--- src/rtl/sbbp_consts.vh ---
// constants for the six-bit bidirectional port: offsets, fields, reset values
`ifndef SBBP_CONSTS_VH
`define SBBP_CONSTS_VH

// ==========================================================================
// register byte offsets (word aligned)
`define SBBP_OFF_PIN_DATA   4'h0
`define SBBP_OFF_DIRECTION  4'h4
`define SBBP_OFF_ANALOG     4'h8
`define SBBP_OFF_CONFIG     4'hC

// ==========================================================================
// field positions
`define SBBP_PIN_THREE      3
`define SBBP_CFG_MCLR_BIT   0
`define SBBP_CFG_XT_BIT     1
`define SBBP_CFG_HS_BIT     2
`define SBBP_CFG_LP_BIT     3
`define SBBP_CFG_WIDTH      4

// ==========================================================================
// reset values
`define SBBP_DIR_RESET      6'h3F
`define SBBP_ANALOG_RESET   6'h3F
`define SBBP_CFG_RESET      4'h0
`define SBBP_LATCH_RESET    6'h00

// ==========================================================================
// axi answers
`define SBBP_RESP_OKAY      2'h0
`define SBBP_RESP_SLVERR    2'h2

`endif

--- src/rtl/sbbp_pin_cell.v ---
// one pin cell: direction, driver enable, and read-side masking
`timescale 1ns/1ns
`default_nettype none

module sbbp_pin_cell
(
  // configuration
  input  wire dir_bit,
  input  wire latch_bit,
  input  wire analog_bit,
  input  wire periph_en,
  input  wire periph_out,
  input  wire periph_oe,
  input  wire force_zero,
  input  wire input_only,
  // pad
  input  wire pad_i,
  output wire pad_o,
  output wire pad_oe,
  // read side
  output wire read_bit
);

  // ========================================================================
  // driver: peripheral wins except on input-only pins, else direction bit controls driver even on analog
  assign pad_o    = periph_en ? periph_out : latch_bit;
  assign pad_oe   = ~input_only & (periph_en ? periph_oe : ~dir_bit);
  // analog or forced pins read zero
  assign read_bit = pad_i & ~analog_bit & ~force_zero;

endmodule
`default_nettype wire

--- src/rtl/sbbp_port.v ---
// six-bit bidirectional port with axi4-lite register access
`timescale 1ns/1ns
`default_nettype none
`include "sbbp_consts.vh"

module sbbp_port
#(
  parameter WIDTH = 6
)
(
  // clock and reset
  input  wire             clk,
  input  wire             rst,
  // axi4-lite write address
  input  wire [3:0]       s_axi_awaddr,
  input  wire             s_axi_awvalid,
  output wire             s_axi_awready,
  // axi4-lite write data
  input  wire [31:0]      s_axi_wdata,
  input  wire [3:0]       s_axi_wstrb,
  input  wire             s_axi_wvalid,
  output wire             s_axi_wready,
  // axi4-lite write response
  output reg  [1:0]       s_axi_bresp,
  output reg              s_axi_bvalid,
  input  wire             s_axi_bready,
  // axi4-lite read address
  input  wire [3:0]       s_axi_araddr,
  input  wire             s_axi_arvalid,
  output wire             s_axi_arready,
  // axi4-lite read data
  output reg  [31:0]      s_axi_rdata,
  output reg  [1:0]       s_axi_rresp,
  output reg              s_axi_rvalid,
  input  wire             s_axi_rready,
  // peripheral override per pin
  input  wire [WIDTH-1:0] periph_en,
  input  wire [WIDTH-1:0] periph_out,
  input  wire [WIDTH-1:0] periph_oe,
  // pads
  input  wire [WIDTH-1:0] pad_i,
  output wire [WIDTH-1:0] pad_o,
  output wire [WIDTH-1:0] pad_oe
);

  // ========================================================================
  // state
  reg  [WIDTH-1:0] latch_q;
  reg  [WIDTH-1:0] dir_q;
  reg  [WIDTH-1:0] analog_q;
  reg  [`SBBP_CFG_WIDTH-1:0] cfg_q;
  reg  [3:0]       awaddr_q;
  reg              aw_held_q;
  reg  [31:0]      wdata_q;
  reg  [3:0]       wstrb_q;
  reg              w_held_q;
  wire [WIDTH-1:0] pin_read;
  wire [WIDTH-1:0] dir_read;
  wire [WIDTH-1:0] force_zero;
  wire [WIDTH-1:0] input_only;
  wire             osc_crystal;
  wire             do_write;
  wire [7:0]       wr_byte;

  // ========================================================================
  // per-pin cells
  genvar gi;
  generate
    for (gi = 0; gi < WIDTH; gi = gi + 1)
    begin : g_pin
      assign force_zero[gi] = (gi == `SBBP_PIN_THREE) & cfg_q[`SBBP_CFG_MCLR_BIT];
      assign input_only[gi] = (gi == `SBBP_PIN_THREE);
      sbbp_pin_cell u_cell
      (
        .dir_bit    (dir_q[gi]),
        .latch_bit  (latch_q[gi]),
        .analog_bit (analog_q[gi]),
        .periph_en  (periph_en[gi]),
        .periph_out (periph_out[gi]),
        .periph_oe  (periph_oe[gi]),
        .force_zero (force_zero[gi]),
        .input_only (input_only[gi]),
        .pad_i      (pad_i[gi]),
        .pad_o      (pad_o[gi]),
        .pad_oe     (pad_oe[gi]),
        .read_bit   (pin_read[gi])
      );
    end
  endgenerate

  // ========================================================================
  // direction readback with forced ones
  assign osc_crystal = cfg_q[`SBBP_CFG_XT_BIT] | cfg_q[`SBBP_CFG_HS_BIT]
                     | cfg_q[`SBBP_CFG_LP_BIT];
  generate
    for (gi = 0; gi < WIDTH; gi = gi + 1)
    begin : g_dir
      assign dir_read[gi] = dir_q[gi] | (gi == `SBBP_PIN_THREE)
                          | (osc_crystal & (gi == 4 || gi == 5));
    end
  endgenerate

  // ========================================================================
  // write channel capture: address and data taken in either order
  assign s_axi_awready = ~aw_held_q & ~s_axi_bvalid;
  assign s_axi_wready  = ~w_held_q & ~s_axi_bvalid;
  assign do_write      = aw_held_q & w_held_q;
  assign wr_byte       = wstrb_q[0] ? wdata_q[7:0] : 8'h00;

  always @(posedge clk)
  begin
    if (rst)
    begin
      aw_held_q <= 1'b0;
      w_held_q  <= 1'b0;
      awaddr_q  <= 4'h0;
      wdata_q   <= 32'h0000_0000;
      wstrb_q   <= 4'h0;
    end
    else
    begin
      if (s_axi_awvalid && s_axi_awready)
      begin
        aw_held_q <= 1'b1;
        awaddr_q  <= s_axi_awaddr;
      end
      else if (do_write)
        aw_held_q <= 1'b0;
      if (s_axi_wvalid && s_axi_wready)
      begin
        w_held_q <= 1'b1;
        wdata_q  <= s_axi_wdata;
        wstrb_q  <= s_axi_wstrb;
      end
      else if (do_write)
        w_held_q <= 1'b0;
    end
  end

  // ========================================================================
  // register update and write response
  always @(posedge clk)
  begin
    if (rst)
    begin
      dir_q        <= `SBBP_DIR_RESET;
      analog_q     <= `SBBP_ANALOG_RESET;
      cfg_q        <= `SBBP_CFG_RESET;
      latch_q      <= `SBBP_LATCH_RESET;
      s_axi_bvalid <= 1'b0;
      s_axi_bresp  <= `SBBP_RESP_OKAY;
    end
    else
    begin
      if (s_axi_bvalid && s_axi_bready)
        s_axi_bvalid <= 1'b0;
      if (do_write)
      begin
        s_axi_bvalid <= 1'b1;
        s_axi_bresp  <= `SBBP_RESP_OKAY;
        case (awaddr_q)
          `SBBP_OFF_PIN_DATA:
            if (wstrb_q[0])
              latch_q <= wr_byte[WIDTH-1:0];
          `SBBP_OFF_DIRECTION:
            if (wstrb_q[0])
              dir_q <= wr_byte[WIDTH-1:0];
          `SBBP_OFF_ANALOG:
            if (wstrb_q[0])
              analog_q <= wr_byte[WIDTH-1:0];
          `SBBP_OFF_CONFIG:
            if (wstrb_q[0])
              cfg_q <= wr_byte[`SBBP_CFG_WIDTH-1:0];
          default:
            s_axi_bresp <= `SBBP_RESP_SLVERR;
        endcase
      end
    end
  end

  // ========================================================================
  // read channel: one-cycle registered answer; pin data is pad_i masked by the analog and forced-zero bits
  assign s_axi_arready = ~s_axi_rvalid;

  always @(posedge clk)
  begin
    if (rst)
    begin
      s_axi_rvalid <= 1'b0;
      s_axi_rdata  <= 32'h0000_0000;
      s_axi_rresp  <= `SBBP_RESP_OKAY;
    end
    else
    begin
      if (s_axi_rvalid && s_axi_rready)
        s_axi_rvalid <= 1'b0;
      if (s_axi_arvalid && s_axi_arready)
      begin
        s_axi_rvalid <= 1'b1;
        s_axi_rresp  <= `SBBP_RESP_OKAY;
        case (s_axi_araddr)
          `SBBP_OFF_PIN_DATA:
            s_axi_rdata <= {{(32-WIDTH){1'b0}}, pin_read};
          `SBBP_OFF_DIRECTION:
            s_axi_rdata <= {{(32-WIDTH){1'b0}}, dir_read};
          `SBBP_OFF_ANALOG:
            s_axi_rdata <= {{(32-WIDTH){1'b0}}, analog_q};
          `SBBP_OFF_CONFIG:
            s_axi_rdata <= {{(32-`SBBP_CFG_WIDTH){1'b0}}, cfg_q};
          default:
          begin
            s_axi_rdata <= 32'h0000_0000;
            s_axi_rresp <= `SBBP_RESP_SLVERR;
          end
        endcase
      end
    end
  end

endmodule
`default_nettype wire

--- config.mk ---
export PLATFORM = sky130hd
export DESIGN_NAME = sbbp_port
export DESIGN_NICKNAME = d
export VERILOG_FILES = /design/src/rtl/sbbp_pin_cell.v /design/src/rtl/sbbp_port.v
export VERILOG_INCLUDE_DIRS = /design/src /design/src/rtl
export SDC_FILE = /design/constraint.sdc
export NUM_CORES = 1
export LEC_CHECK = 0
export BUFFER_PORTS_ARGS = -buffer_cell sky130_fd_sc_hd__buf_2
export CORE_MARGIN = 5
export CORE_UTILIZATION = 45
export CTS_CLUSTER_DIAMETER = 40
export DETAILED_ROUTE_END_ITERATION = 16
export HOLD_SLACK_MARGIN = 0.08
export PLACE_DENSITY = 0.9
export SETUP_SLACK_MARGIN = 0.3
export SYNTH_ARGS = -nofsm -noshare
export SYNTH_HDL_FRONTEND = slang
export SYNTH_SLANG_ARGS = --single-unit
--- constraint.sdc ---
create_clock -name clk -period 1.9 [get_ports clk]
set_input_delay 0.095 -clock clk [delete_from_list [all_inputs] [get_ports clk]]
set_output_delay 0.095 -clock clk [all_outputs]
set_load 0.02 [all_outputs]
Word level (Yosys, flattened, before mapping)
Cells that the tools add are included.
{"block": "word_totals", "in_bits": 75, "regBits": 73}
{"block": "op_classes", "muxes": 21, "eq_ne": 6, "n_bitwise": 30, "reduce_logical": 17}
{"cell": "6-bit one-hot mux with 4 select lines", "n": 1}
{"cell": "1-bit two-way mux", "n": 18}
{"cell": "4-bit equality test, second input constant", "n": 4}
{"cell": "1-bit inverter", "n": 16}
{"cell": "3-bit AND reduction", "n": 4}
{"cell": "1-bit bitwise AND", "n": 10}
{"cell": "4-bit by 3-bit equality test with 1-bit output, second input constant", "n": 2}
{"cell": "4-bit zero test", "n": 2}
{"cell": "2-bit nonzero test", "n": 4}
{"cell": "4-bit OR reduction", "n": 2}
{"cell": "1-bit logical AND", "n": 5}
{"cell": "2-bit two-way mux", "n": 2}
{"cell": "1-bit bitwise OR", "n": 4}

Depth between registers and ports, before layout
Gate-level depths: netlist (run 1).
{"block": "depth", "depth_word": 4, "mapped_depth": 6, "depth_no_buf": 3}

By module
From an unflattened synthesis (run 1), not the netlist that was laid out.
{"block": "unflattened", "hier_cells": 257, "area_unflattened_um2": 2347.3}
{"mod": "sbbp_port", "area_each_um2": 2122.0, "cells_each": 227, "instances": 1}
{"mod": "sbbp_pin_cell", "area_each_um2": 37.5, "cells_each": 5, "instances": 6}

Least setup slack after synthesis (run 1)
No wires, ideal clock.
{"block": "synth_timing", "path_type": "register to register", "from": "register aw_held_q", "to": "register analog_q[0]", "slack_ps": 594, "setup_ps": 122, "period_less_slack_ps": 1306, "path_buffers": 3, "stages_incl_launch_ff": 6, "required_ps": 1778, "arrival_ps": 1184, "cell_sequence": "dfxtp_1 -> buf_6 -> and4b_1 -> buf_6 -> buf_12 -> a311o_1"}
{"block": "synth_between", "elab_chain_cells": 2}
{"element": "start: declaration", "line_no": "sbbp_port.v:53", "rtl": "reg aw_held_q;"}
{"element": "start signal: assignment", "line_no": "sbbp_port.v:114", "rtl": "aw_held_q <= 1'b0;"}
{"element": "start signal: assignment", "line_no": "sbbp_port.v:124", "rtl": "aw_held_q <= 1'b1;"}
{"element": "start signal: assignment", "line_no": "sbbp_port.v:128", "rtl": "aw_held_q <= 1'b0;"}
{"element": "1-bit bitwise AND", "line_no": "sbbp_port.v:107", "rtl": "assign do_write = aw_held_q & w_held_q;"}
{"element": "3-bit AND reduction (no source line)"}
{"element": "end signal: assignment", "line_no": "sbbp_port.v:147", "rtl": "analog_q <= `SBBP_ANALOG_RESET;"}
{"element": "end signal: assignment", "line_no": "sbbp_port.v:170", "rtl": "analog_q <= wr_byte[WIDTH-1:0];"}
{"element": "end: declaration", "line_no": "sbbp_port.v:50", "rtl": "reg [WIDTH-1:0] analog_q;"}
No other way between the ends.
A chain may end at the register's enable or synchronous reset.

Worst setup path in the final report (run 1)
{"block": "layout_timing", "from": "register awaddr_q[3]", "to": "register analog_q[1]"}
{"block": "layout_between", "elab_chain_cells": 2}
{"element": "start: declaration", "line_no": "sbbp_port.v:52", "rtl": "reg [3:0] awaddr_q;"}
{"element": "start signal: assignment", "line_no": "sbbp_port.v:125", "rtl": "awaddr_q <= s_axi_awaddr;"}
{"element": "4-bit equality test", "line_no": "sbbp_port.v:161", "rtl": "case (awaddr_q)"}
{"element": "3-bit AND reduction (no source line)"}
No other way between the ends.

==> results of run 1 <==
-- power groups by stage --
stage | Combinational (uW) | Clock (uW) | Sequential (uW)
after detailed placement | 329 | 0 | 1010
after global placement | 319 | 0 | 1000
final | 355 | 760 | 985
after global routing | 387 | 815 | 991
after floorplan | 301 | 0 | 999
after CTS | 354 | 768 | 985
-- cell families after synthesis --
logic type,Yosys count
buffers and inverters,63
AOI/OAI and AO/OA,69
muxes,20
DFF,44
other,1
and+or+nand+nor,70
-- synth_stat cells, types with 7 or more instances --
cell	instances	area, sq um
a21oi_1	24	120
nor2_1	15	56.3
dfxtp_1	44	881
nand2_1	10	37.5
mux2_2	9	101
nand3_1	10	50.1
a211o_1	8	70.1
mux2i_1	11	110
inv_1	7	26.3
buf_4	43	323
o21ai_0	18	90.1
and3_1	8	50.1
-- repair_timing --
item                                    4_1_cts  5_1_grt
resized for setup                             1        3
setup buffers                                 0        0
endpoints found under the hold margin        17        0
hold buffers                                 14        0
endpoints found under the setup margin        5       15
pin swaps                                     0        0
gates cloned                                  0        0
-- path summary, 6_finish.rpt --
kind,slack [ns],start,end,cells past startpoint
worst min register to register,0.46,s_axi_rresp[1],s_axi_rresp[1],2
worst max-delay path,0.37,awaddr_q[3],analog_q[1],3
worst max register to register,0.37,awaddr_q[3],analog_q[1],3
worst min-delay path,0.20,pad_i[2],s_axi_rdata[2],3
-- state kept, by name (all words and copies together), names as in the netlist --
name and count:
analog_q 6, s_axi_rdata 6, aw_held_q 1, awaddr_q 4, latch_q 6, s_axi_bvalid 1, s_axi_rresp 1, s_axi_rvalid 1
s_axi_bresp 1, w_held_q 1, cfg_q 4, dir_q 5, wstrb_q 1, wdata_q 6
-- tightest hold or removal path: cells and delay by family --
kind,cells,cell delay [ns]
AOI/OAI and AO/OA,2,0.27
buffers and inverters,1,0.08
-- layer usage --
layer / track usage / vias to the layer above
met5: 0 / -
met4: 0.0585 / 0
met3: 0.0434 / 11
met2: 0.275 / 73
met1: 0.188 / 969
li1: - / 1021
-- through the flow --
step,util,instances
global route,0.554,404
global placement,0.501,382
finish,0.554,404
CTS,0.553,404
floorplan,-,295
detailed placement,0.501,382
-- layout make-up --
cell class                 count  area (sq um)
fill                         485          2310
multi-input combinational    188          1230
sequential                    44           882
timing repair buffer          87           518
tap                           70          87.6
clock buffer                   6          82.6
clock inverter                 2          38.8
inverter                       7          26.3
==> impl_metrics.env, run 1 <==
export IMPL_path_buf_inv=0
export IMPL_p_int_uw=1520
export IMPL_synth_top_family_by_area="simple AND/OR/NAND/NOR gates"
export IMPL_cpLargestDelayFamily="simple AND/OR/NAND/NOR gates"
export IMPL_path_max_fanout=11
export IMPL_synth_fa_ha_area_frac=0
export IMPL_drc=0
export IMPL_synth_compound_gate_area_share=0.181
export IMPL_grt_usage=0.159
export IMPL_core_area_sq_mm=0.00517
export IMPL_slew_headroom=0.666
export IMPL_arrival_ns=1.71
export IMPL_io_pin_count=128
export IMPL_synth_warnings=0
export IMPL_slowest_stage="nor3b_4"
export IMPL_synthMuxAreaShare=0.0867
export IMPL_wl_met2_microns=2840
export IMPL_synth_edf_count=0
export IMPL_hp_class="in -> reg"
export IMPL_clock_root_buffer="clkbuf_8"
export IMPL_layout_setup_ws_ns=0.369
export IMPL_routed_via_count=2074
export IMPL_synthXorXnorAreaFrac=0
export IMPL_cp_end_kind="register"
export IMPL_crit_chain="nor3b_4, a21oi_1, a311o_1"
export IMPL_clk_path_buf_depth=2
export IMPL_grt_pass1_wl_microns=9360
export IMPL_synthFlopType="dfxtp_1"
export IMPL_wl_microns=5620
export IMPL_start_util=0.471
export IMPL_slowest_delay_ns=0.50
export IMPL_powerDensity_mw_per_mm2=733
export IMPL_wl_met1_microns=2260
export IMPL_first_global_vias=2041
export IMPL_stdcell_area_sq_mm=0.00287
export IMPL_fin_skew_ns=0.0100
export IMPL_period_share=0.806
export IMPL_crit_required_ns=2.08
export IMPL_dieArea_sq_mm=0.00699
export IMPL_cts_htree_levels=2
export IMPL_avgViaCountPerCell=5.13
export IMPL_hold_slack_ns=0.202
export IMPL_path_clk_slew_ns=0.09
export IMPL_avgSynthCellArea_sq_um=9.13
export IMPL_max_freq_mhz=653
export IMPL_synth_seq_cells=44
export IMPL_top_layer="met4"
export IMPL_synthSimpleGateAreaFrac=0.189
export IMPL_syn_to_final_growth_pct=17.5
export IMPL_place_ws_ns=0.306
export IMPL_antenna_found_initial=0
export IMPL_ys_types=43
export IMPL_p_clk_frac=0.362
export IMPL_drt_pass1_iterations=4
export IMPL_fin_tns_setup_ns=0
export IMPL_dr_wl_met3_microns=410
export IMPL_grt_overflow_total=0
export IMPL_drt_iter0_markers=77
export IMPL_vdd_ir_drop_max_mv=0.584
export IMPL_final_common_cell="buf_2"
export IMPL_wl_per_cell_microns=13.9
export IMPL_finalPower_uw=2100
export IMPL_swShare=0.275
export IMPL_hpwl_microns=4300
export IMPL_drive_gt1_frac=0.302
export IMPL_pwr_share_seq=0.469
export IMPL_ys_seq_area_frac=0.361
export IMPL_antenna_left=0
export IMPL_worst_slew_pin_slew_ns=0.500
export IMPL_maxSlewViolCount=0
export IMPL_antenna_cells=0
export IMPL_comb_power_share=0.169
export IMPL_grt_start_max_net_pins=40
export IMPL_place_gp_congestion=0.801
export IMPL_die_w_microns=83.6
export IMPL_synth_async_reset_ratio=0
export IMPL_switchingPower_uw=578
export IMPL_layout_common_cells="68 x buf_2, 43 x dfxtp_1, 29 x conb_1, 24 x a21oi_1, 18 x o21ai_0"
export IMPL_crit_type="reg -> reg"
export IMPL_cts_sinks=44
export IMPL_fp_dieH_microns=83.6
export IMPL_clock_latency_ns=0.30
export IMPL_power_leakage_uw=0.00127
export IMPL_min_period_ns=1.53
export IMPL_status="finished, final reports clean"
export IMPL_syn_inst=267
export IMPL_maxCapViolCount=0
export IMPL_cts_tree="done"
export IMPL_finalSetupViolCount=0
export IMPL_final_nets=408
export IMPL_synth_area_sq_mm=0.00244
export IMPL_numCtsBuffers=5
export IMPL_fp_row_count=26
export IMPL_port_buffers=68
export IMPL_startpoint_type="register"
export IMPL_dpl_cell_area_sq_mm=0.00259
export IMPL_hold_viol=0
export IMPL_rsz0062_at_grt="false"
Power figures use the tool's default switching activity.
==> inputs of run 2 (changes only) <==
--- a/config.mk
+++ b/config.mk
@@ -8,11 +8,11 @@
 export LEC_CHECK = 0
 export BUFFER_PORTS_ARGS = -buffer_cell sky130_fd_sc_hd__buf_2
 export CORE_MARGIN = 5
-export CORE_UTILIZATION = 45
+export CORE_UTILIZATION = 41
 export CTS_CLUSTER_DIAMETER = 40
 export DETAILED_ROUTE_END_ITERATION = 16
 export HOLD_SLACK_MARGIN = 0.08
-export PLACE_DENSITY = 0.9
+export PLACE_DENSITY = 0.87
 export SETUP_SLACK_MARGIN = 0.3
 export SYNTH_ARGS = -nofsm -noshare
 export SYNTH_HDL_FRONTEND = slang
==> constraint.sdc (replaced) <==
create_clock -name clk -period 1.4 [get_ports clk]
set_input_delay 0.07 -clock clk [delete_from_list [all_inputs] [get_ports clk]]
set_output_delay 0.07 -clock clk [all_outputs]
set_load 0.02 [all_outputs]
==> run 2 against run 1 <==
Effect of this change: sequential share of layout area is 3.0 points lower; die area is 8.6% higher; fmax is 23% higher; largest cell class unchanged; largest power group unchanged.
==> impl_metrics.env, run 2 (same netlist as run 1, synthesis figures left out) <==
export IMPL_status="finished, final reports clean"
export IMPL_cpLargestDelayFamily="flip-flops"
export IMPL_drive_gt1_frac=0.469
export IMPL_clock_root_buffer="clkbuf_8"
export IMPL_top_usage_layer="met2"
export IMPL_antenna_left=0
export IMPL_grt_usage=0.159
export IMPL_antenna_found_initial=0
export IMPL_maxSlewViolCount=0
export IMPL_pwr_share_seq=0.494
export IMPL_swShare=0.296
export IMPL_finalPower_uw=2720
export IMPL_io_pin_count=128
export IMPL_min_period_ns=1.24
export IMPL_rsz0062_at_grt="true"
export IMPL_dieArea_sq_mm=0.00759
export IMPL_p_int_uw=1910
export IMPL_finalSetupViolCount=0
export IMPL_final_nets=427
export IMPL_grt_overflow_total=0
export IMPL_fin_skew_ns=0.00305
export IMPL_routed_via_count=2176
export IMPL_fillers=492
export IMPL_crit_type="reg -> reg"
export IMPL_grt_start_max_net_pins=28
export IMPL_grt_pass1_wl_microns=9760
export IMPL_drt_iter0_markers=96
export IMPL_layout_common_cells="59 x buf_2, 29 x conb_1, 29 x dfxtp_1, 19 x buf_4"
export IMPL_cts_htree_levels=2
export IMPL_place_gp_congestion=0.779
export IMPL_period_share=0.887
export IMPL_drt_pass1_iterations=4
export IMPL_fp_dieH_microns=87.1
export IMPL_wl_per_cell_microns=14.6
export IMPL_hold_viol=0
export IMPL_crit_chain="and4b_2, buf_6, a21oi_1, a311o_1"
export IMPL_powerDensity_mw_per_mm2=834
export IMPL_slowest_delay_ns=0.34
export IMPL_comb_power_share=0.230
export IMPL_final_common_cell="buf_2"
export IMPL_first_global_vias=2088
export IMPL_hp_class="in -> reg"
export IMPL_hold_slack_ns=0.172
export IMPL_avgViaCountPerCell=5.10
export IMPL_cts_sinks=44
export IMPL_met1_usage=0.195
export IMPL_core_area_sq_mm=0.00585
export IMPL_hpwl_microns=4280
export IMPL_clk_path_buf_depth=2
export IMPL_cp_end_kind="register"
export IMPL_syn_to_final_growth_pct=33.7
export IMPL_dp_cells=391
export IMPL_start_util=0.417
export IMPL_antenna_cells=0
export IMPL_path_clk_slew_ns=0.08
export IMPL_max_freq_mhz=805
export IMPL_power_leakage_uw=0.00139
export IMPL_drc=0
export IMPL_startpoint_type="register"
export IMPL_cts_tree="done"
export IMPL_regArea_sq_um=907
export IMPL_vdd_ir_drop_max_mv=0.643
export IMPL_clock_latency_ns=0.29
export IMPL_p_clk_frac=0.276
export IMPL_path_max_fanout=6
export IMPL_layout_cells_non_filler=427
export IMPL_path_buf_inv=1
export IMPL_arrival_ns=1.43
export IMPL_fin_tns_setup_ns=0
export IMPL_fp_row_count=28
export IMPL_met3_usage=0.0322
export IMPL_numCtsBuffers=5
export IMPL_use_met2=0.277
export IMPL_maxCapViolCount=0
export IMPL_port_buffers=68
export IMPL_wl_microns=6250
export IMPL_slowest_stage="dfxtp_2"
export IMPL_die_w_microns=87.1
export IMPL_multi_input_area_sq_mm=0.00140
export IMPL_crit_required_ns=1.58
export IMPL_switchingPower_uw=805
## run 2: final timing paths
path	from	endpoint	slack, ns	cells past startpoint
worst min register to register	s_axi_rresp[1]	s_axi_rresp[1]	0.45	2
worst max-delay path	awaddr_q[2]	analog_q[1]	0.16	4
worst min-delay path	s_axi_arvalid	s_axi_rvalid	0.17	3
worst max register to register	awaddr_q[2]	analog_q[1]	0.16	4
## run 2: what timing repair did
action | 4_1_cts | 5_1_grt
hold buffers | 13 | 0
cloned | 1 | 0
pin swaps | 18 | 11
setup buffers | 10 | 5
setup endpoints to repair | 40 | 51
endpoints found under the hold margin | 13 | 0
resized for setup | 42 | 33
## run 2: per-layer routing
metal | vias to the layer above | wire (microns)
met5 | - | 0
met4 | 0 | 113
met3 | 13 | 448
met2 | 82 | 3180
met1 | 1020 | 2510
li1 | 1061 | -
## run 2: final cells by class
type,instances,area share
sequential,44,0.278
tap,75,0.0288
timing repair buffer,106,0.233
clock buffer,6,0.0223
inverter,7,0.00806
multi-input combinational,188,0.428
clock inverter,1,0.00154
## run 2: power groups by stage
stage	registers, uW	logic, uW	clock network (uW)
2_1_floorplan	1360	428	0
6_report	1340	624	751
5_1_grt	1350	670	823
3_5_place_dp	1370	493	0
4_1_cts	1340	569	764
3_3_place_gp	1360	480	0
## run 2: worst register-to-register path, stage by stage (launching register included)
cell	delay, ns
dfxtp_2	0.34
and4b_2	0.31
buf_6	0.15
a21oi_1	0.07
a311o_1	0.26
## run 2: stage by stage
| stage | instance area [sq um] | setup WS [ns] | util |
|---|---|---|---|
| 3_3_place_gp | 2720 | 0.0853 | 0.465 |
| 6_report | 3260 | 0.158 | 0.557 |
| 2_1_floorplan | 2630 | 0.133 | - |
| 4_1_cts | 3120 | 0.153 | 0.533 |
| 3_5_place_dp | 2720 | 0.0352 | 0.465 |
| 5_1_grt | 3260 | 0.0992 | 0.557 |
==> inputs of run 3 (changes only) <==
--- a/config.mk
+++ b/config.mk
@@ -6,13 +6,13 @@
 export SDC_FILE = /design/constraint.sdc
 export NUM_CORES = 1
 export LEC_CHECK = 0
-export BUFFER_PORTS_ARGS = -buffer_cell sky130_fd_sc_hd__buf_2
 export CORE_MARGIN = 5
-export CORE_UTILIZATION = 41
+export CORE_UTILIZATION = 45
 export CTS_CLUSTER_DIAMETER = 40
 export DETAILED_ROUTE_END_ITERATION = 16
+export DONT_BUFFER_PORTS = 1
 export HOLD_SLACK_MARGIN = 0.08
-export PLACE_DENSITY = 0.87
+export PLACE_DENSITY = 0.72
 export SETUP_SLACK_MARGIN = 0.3
 export SYNTH_ARGS = -nofsm -noshare
 export SYNTH_HDL_FRONTEND = slang
==> run 3 against run 2 <==
Effect of this change: core utilization down 1.7 points; the flow now finishes with violations (negative hold slack); flip-flop and latch count did not move; fmax shrank 0.93%; first-iteration DRC count is 19% lower.
==> impl_metrics.env, run 3 (same netlist as run 1, synthesis figures left out) <==
export IMPL_drive_gt1_frac=0.352
export IMPL_wl_microns=5840
export IMPL_cts_htree_levels=2
export IMPL_startpoint_type="register"
export IMPL_p_int_uw=1890
export IMPL_fp_dieH_microns=83.6
export IMPL_max_freq_mhz=797
export IMPL_stdcell_area_sq_mm=0.00280
export IMPL_status="finished, violations left"
export IMPL_dieArea_sq_mm=0.00699
export IMPL_min_period_ns=1.25
export IMPL_layout_common_cells="34 x dfxtp_1, 29 x conb_1, 22 x buf_4, 15 x a21oi_1, 13 x nor2_1"
export IMPL_finalSetupViolCount=0
export IMPL_comb_power_share=0.171
export IMPL_violations="negative hold slack"
export IMPL_pwr_share_seq=0.511
export IMPL_min_to="s_axi_rdata[0]"
export IMPL_min_delay_path_depth=1
export IMPL_numCtsBuffers=5
export IMPL_final_common_cell="dfxtp_1"
export IMPL_die_w_microns=83.6
export IMPL_p_clk_frac=0.317
export IMPL_switchingPower_uw=762
export IMPL_final_nets=355
export IMPL_fp_row_count=26
export IMPL_hold_viol=44
export IMPL_cts_tree="done"
export IMPL_clock_root_buffer="clkbuf_8"
export IMPL_core_area_sq_mm=0.00517
export IMPL_swShare=0.288
export IMPL_grt_usage=0.157
export IMPL_r2r_cells=3
export IMPL_path_max_fanout=5
export IMPL_crit_type="reg -> reg"
export IMPL_powerDensity_mw_per_mm2=949
export IMPL_io_pin_count=128
export IMPL_power_leakage_uw=0.00109
export IMPL_rsz0062_at_grt="true"
export IMPL_place_gp_congestion=0.789
export IMPL_arrival_ns=1.44
export IMPL_reg2reg_from="awaddr_q[2]"
export IMPL_cts_sinks=44
export IMPL_drc=0
export IMPL_path_clk_slew_ns=0.08
export IMPL_rrSetupSlack_ns=0.15
export IMPL_avgViaCountPerCell=5.45
export IMPL_hold_slack_ns=-0.164
export IMPL_antenna_cells=0
export IMPL_wl_per_cell_microns=16.6
export IMPL_grt_start_max_net_pins=46
export IMPL_finalCoreUtilization=0.540
export IMPL_period_share=0.896
export IMPL_grt_overflow_total=0
export IMPL_vdd_ir_drop_max_mv=0.450
export IMPL_clk_path_buf_depth=2
export IMPL_routed_via_count=1913
export IMPL_cp_end_kind="register"
export IMPL_drt_iter0_markers=78
export IMPL_maxSlewViolCount=0
export IMPL_finalPower_uw=2650
export IMPL_hpwl_microns=4030
export IMPL_fin_skew_ns=0.00628
export IMPL_port_buffers=0
export IMPL_dpl_cell_area_sq_mm=0.00240
export IMPL_crit_required_ns=1.59
export IMPL_grt_pass1_wl_microns=8990
export IMPL_syn_to_final_growth_pct=14.6
export IMPL_clock_latency_ns=0.30
export IMPL_first_global_vias=1825
export IMPL_maxCapViolCount=0
export IMPL_fin_tns_setup_ns=0
export IMPL_antenna_left=0
export IMPL_r2r_end="analog_q[0]"
export IMPL_hp_class="in -> reg"
export IMPL_drt_pass1_iterations=4
export IMPL_start_util=0.471
export IMPL_hold_start="rst"
export IMPL_antenna_found_initial=0
==> run 3: layout make-up <==
class,instances,area [sq um]
fillers,470,2380
multi-input cells,189,1390
flip-flops and latches,44,906
repair buffers,33,289
well taps,70,87.6
clock buffers,7,86.3
inverters,7,26.3
clock inverters,1,6.26
==> run 3: critical path: stages, from the launching register on <==
cell and delay, ns:
dfxtp_2 0.35, and4b_4 0.41, a21oi_2 0.07, a311o_1 0.32
==> run 3: metal layers <==
metal | track usage | routed length, microns | vias to the layer above
met3 | 0.0503 | 446 | 10
met2 | 0.272 | 2860 | 75
li1 | - | - | 923
met4 | 0.0439 | 65 | 0
met1 | 0.184 | 2470 | 905
met5 | 0 | 0 | -
==> run 3: how the worst max path moves through the flow <==
stage                           start     endpoint  cells after the start
after floorplan              w_held_q  analog_q[3]                      5
after global placement     wstrb_q[0]  analog_q[1]                      3
after detailed placement     w_held_q  analog_q[0]                      3
after CTS                 awaddr_q[0]  analog_q[5]                      4
after global routing      awaddr_q[1]  analog_q[3]                      5
final                     awaddr_q[2]  analog_q[0]                      3
==> run 3: power by group through the flow <==
stage / sequential [uW] / combinational [uW] / clock (uW)
finish: 1360 / 454 / 842
global route: 1360 / 484 / 919
CTS: 1350 / 417 / 862
detailed placement: 1380 / 357 / 0
global placement: 1380 / 350 / 0
floorplan: 1360 / 428 / 0
==> run 3: what timing repair did <==
item / 4_1_cts / 5_1_grt
hold endpoints to repair: 44 / 44
pin swaps: 19 / 18
gates resized for setup: 40 / 17
endpoints found under the setup margin: 40 / 43
cloned: 1 / 0
buffers inserted: 11 / 6
==> run 3: stage by stage <==
step,std cells,worst slack (ns)
4_1_cts,345,0.147
5_1_grt,351,0.0978
3_3_place_gp,325,0.0481
6_report,351,0.146
2_1_floorplan,295,0.133
3_5_place_dp,325,0.0160
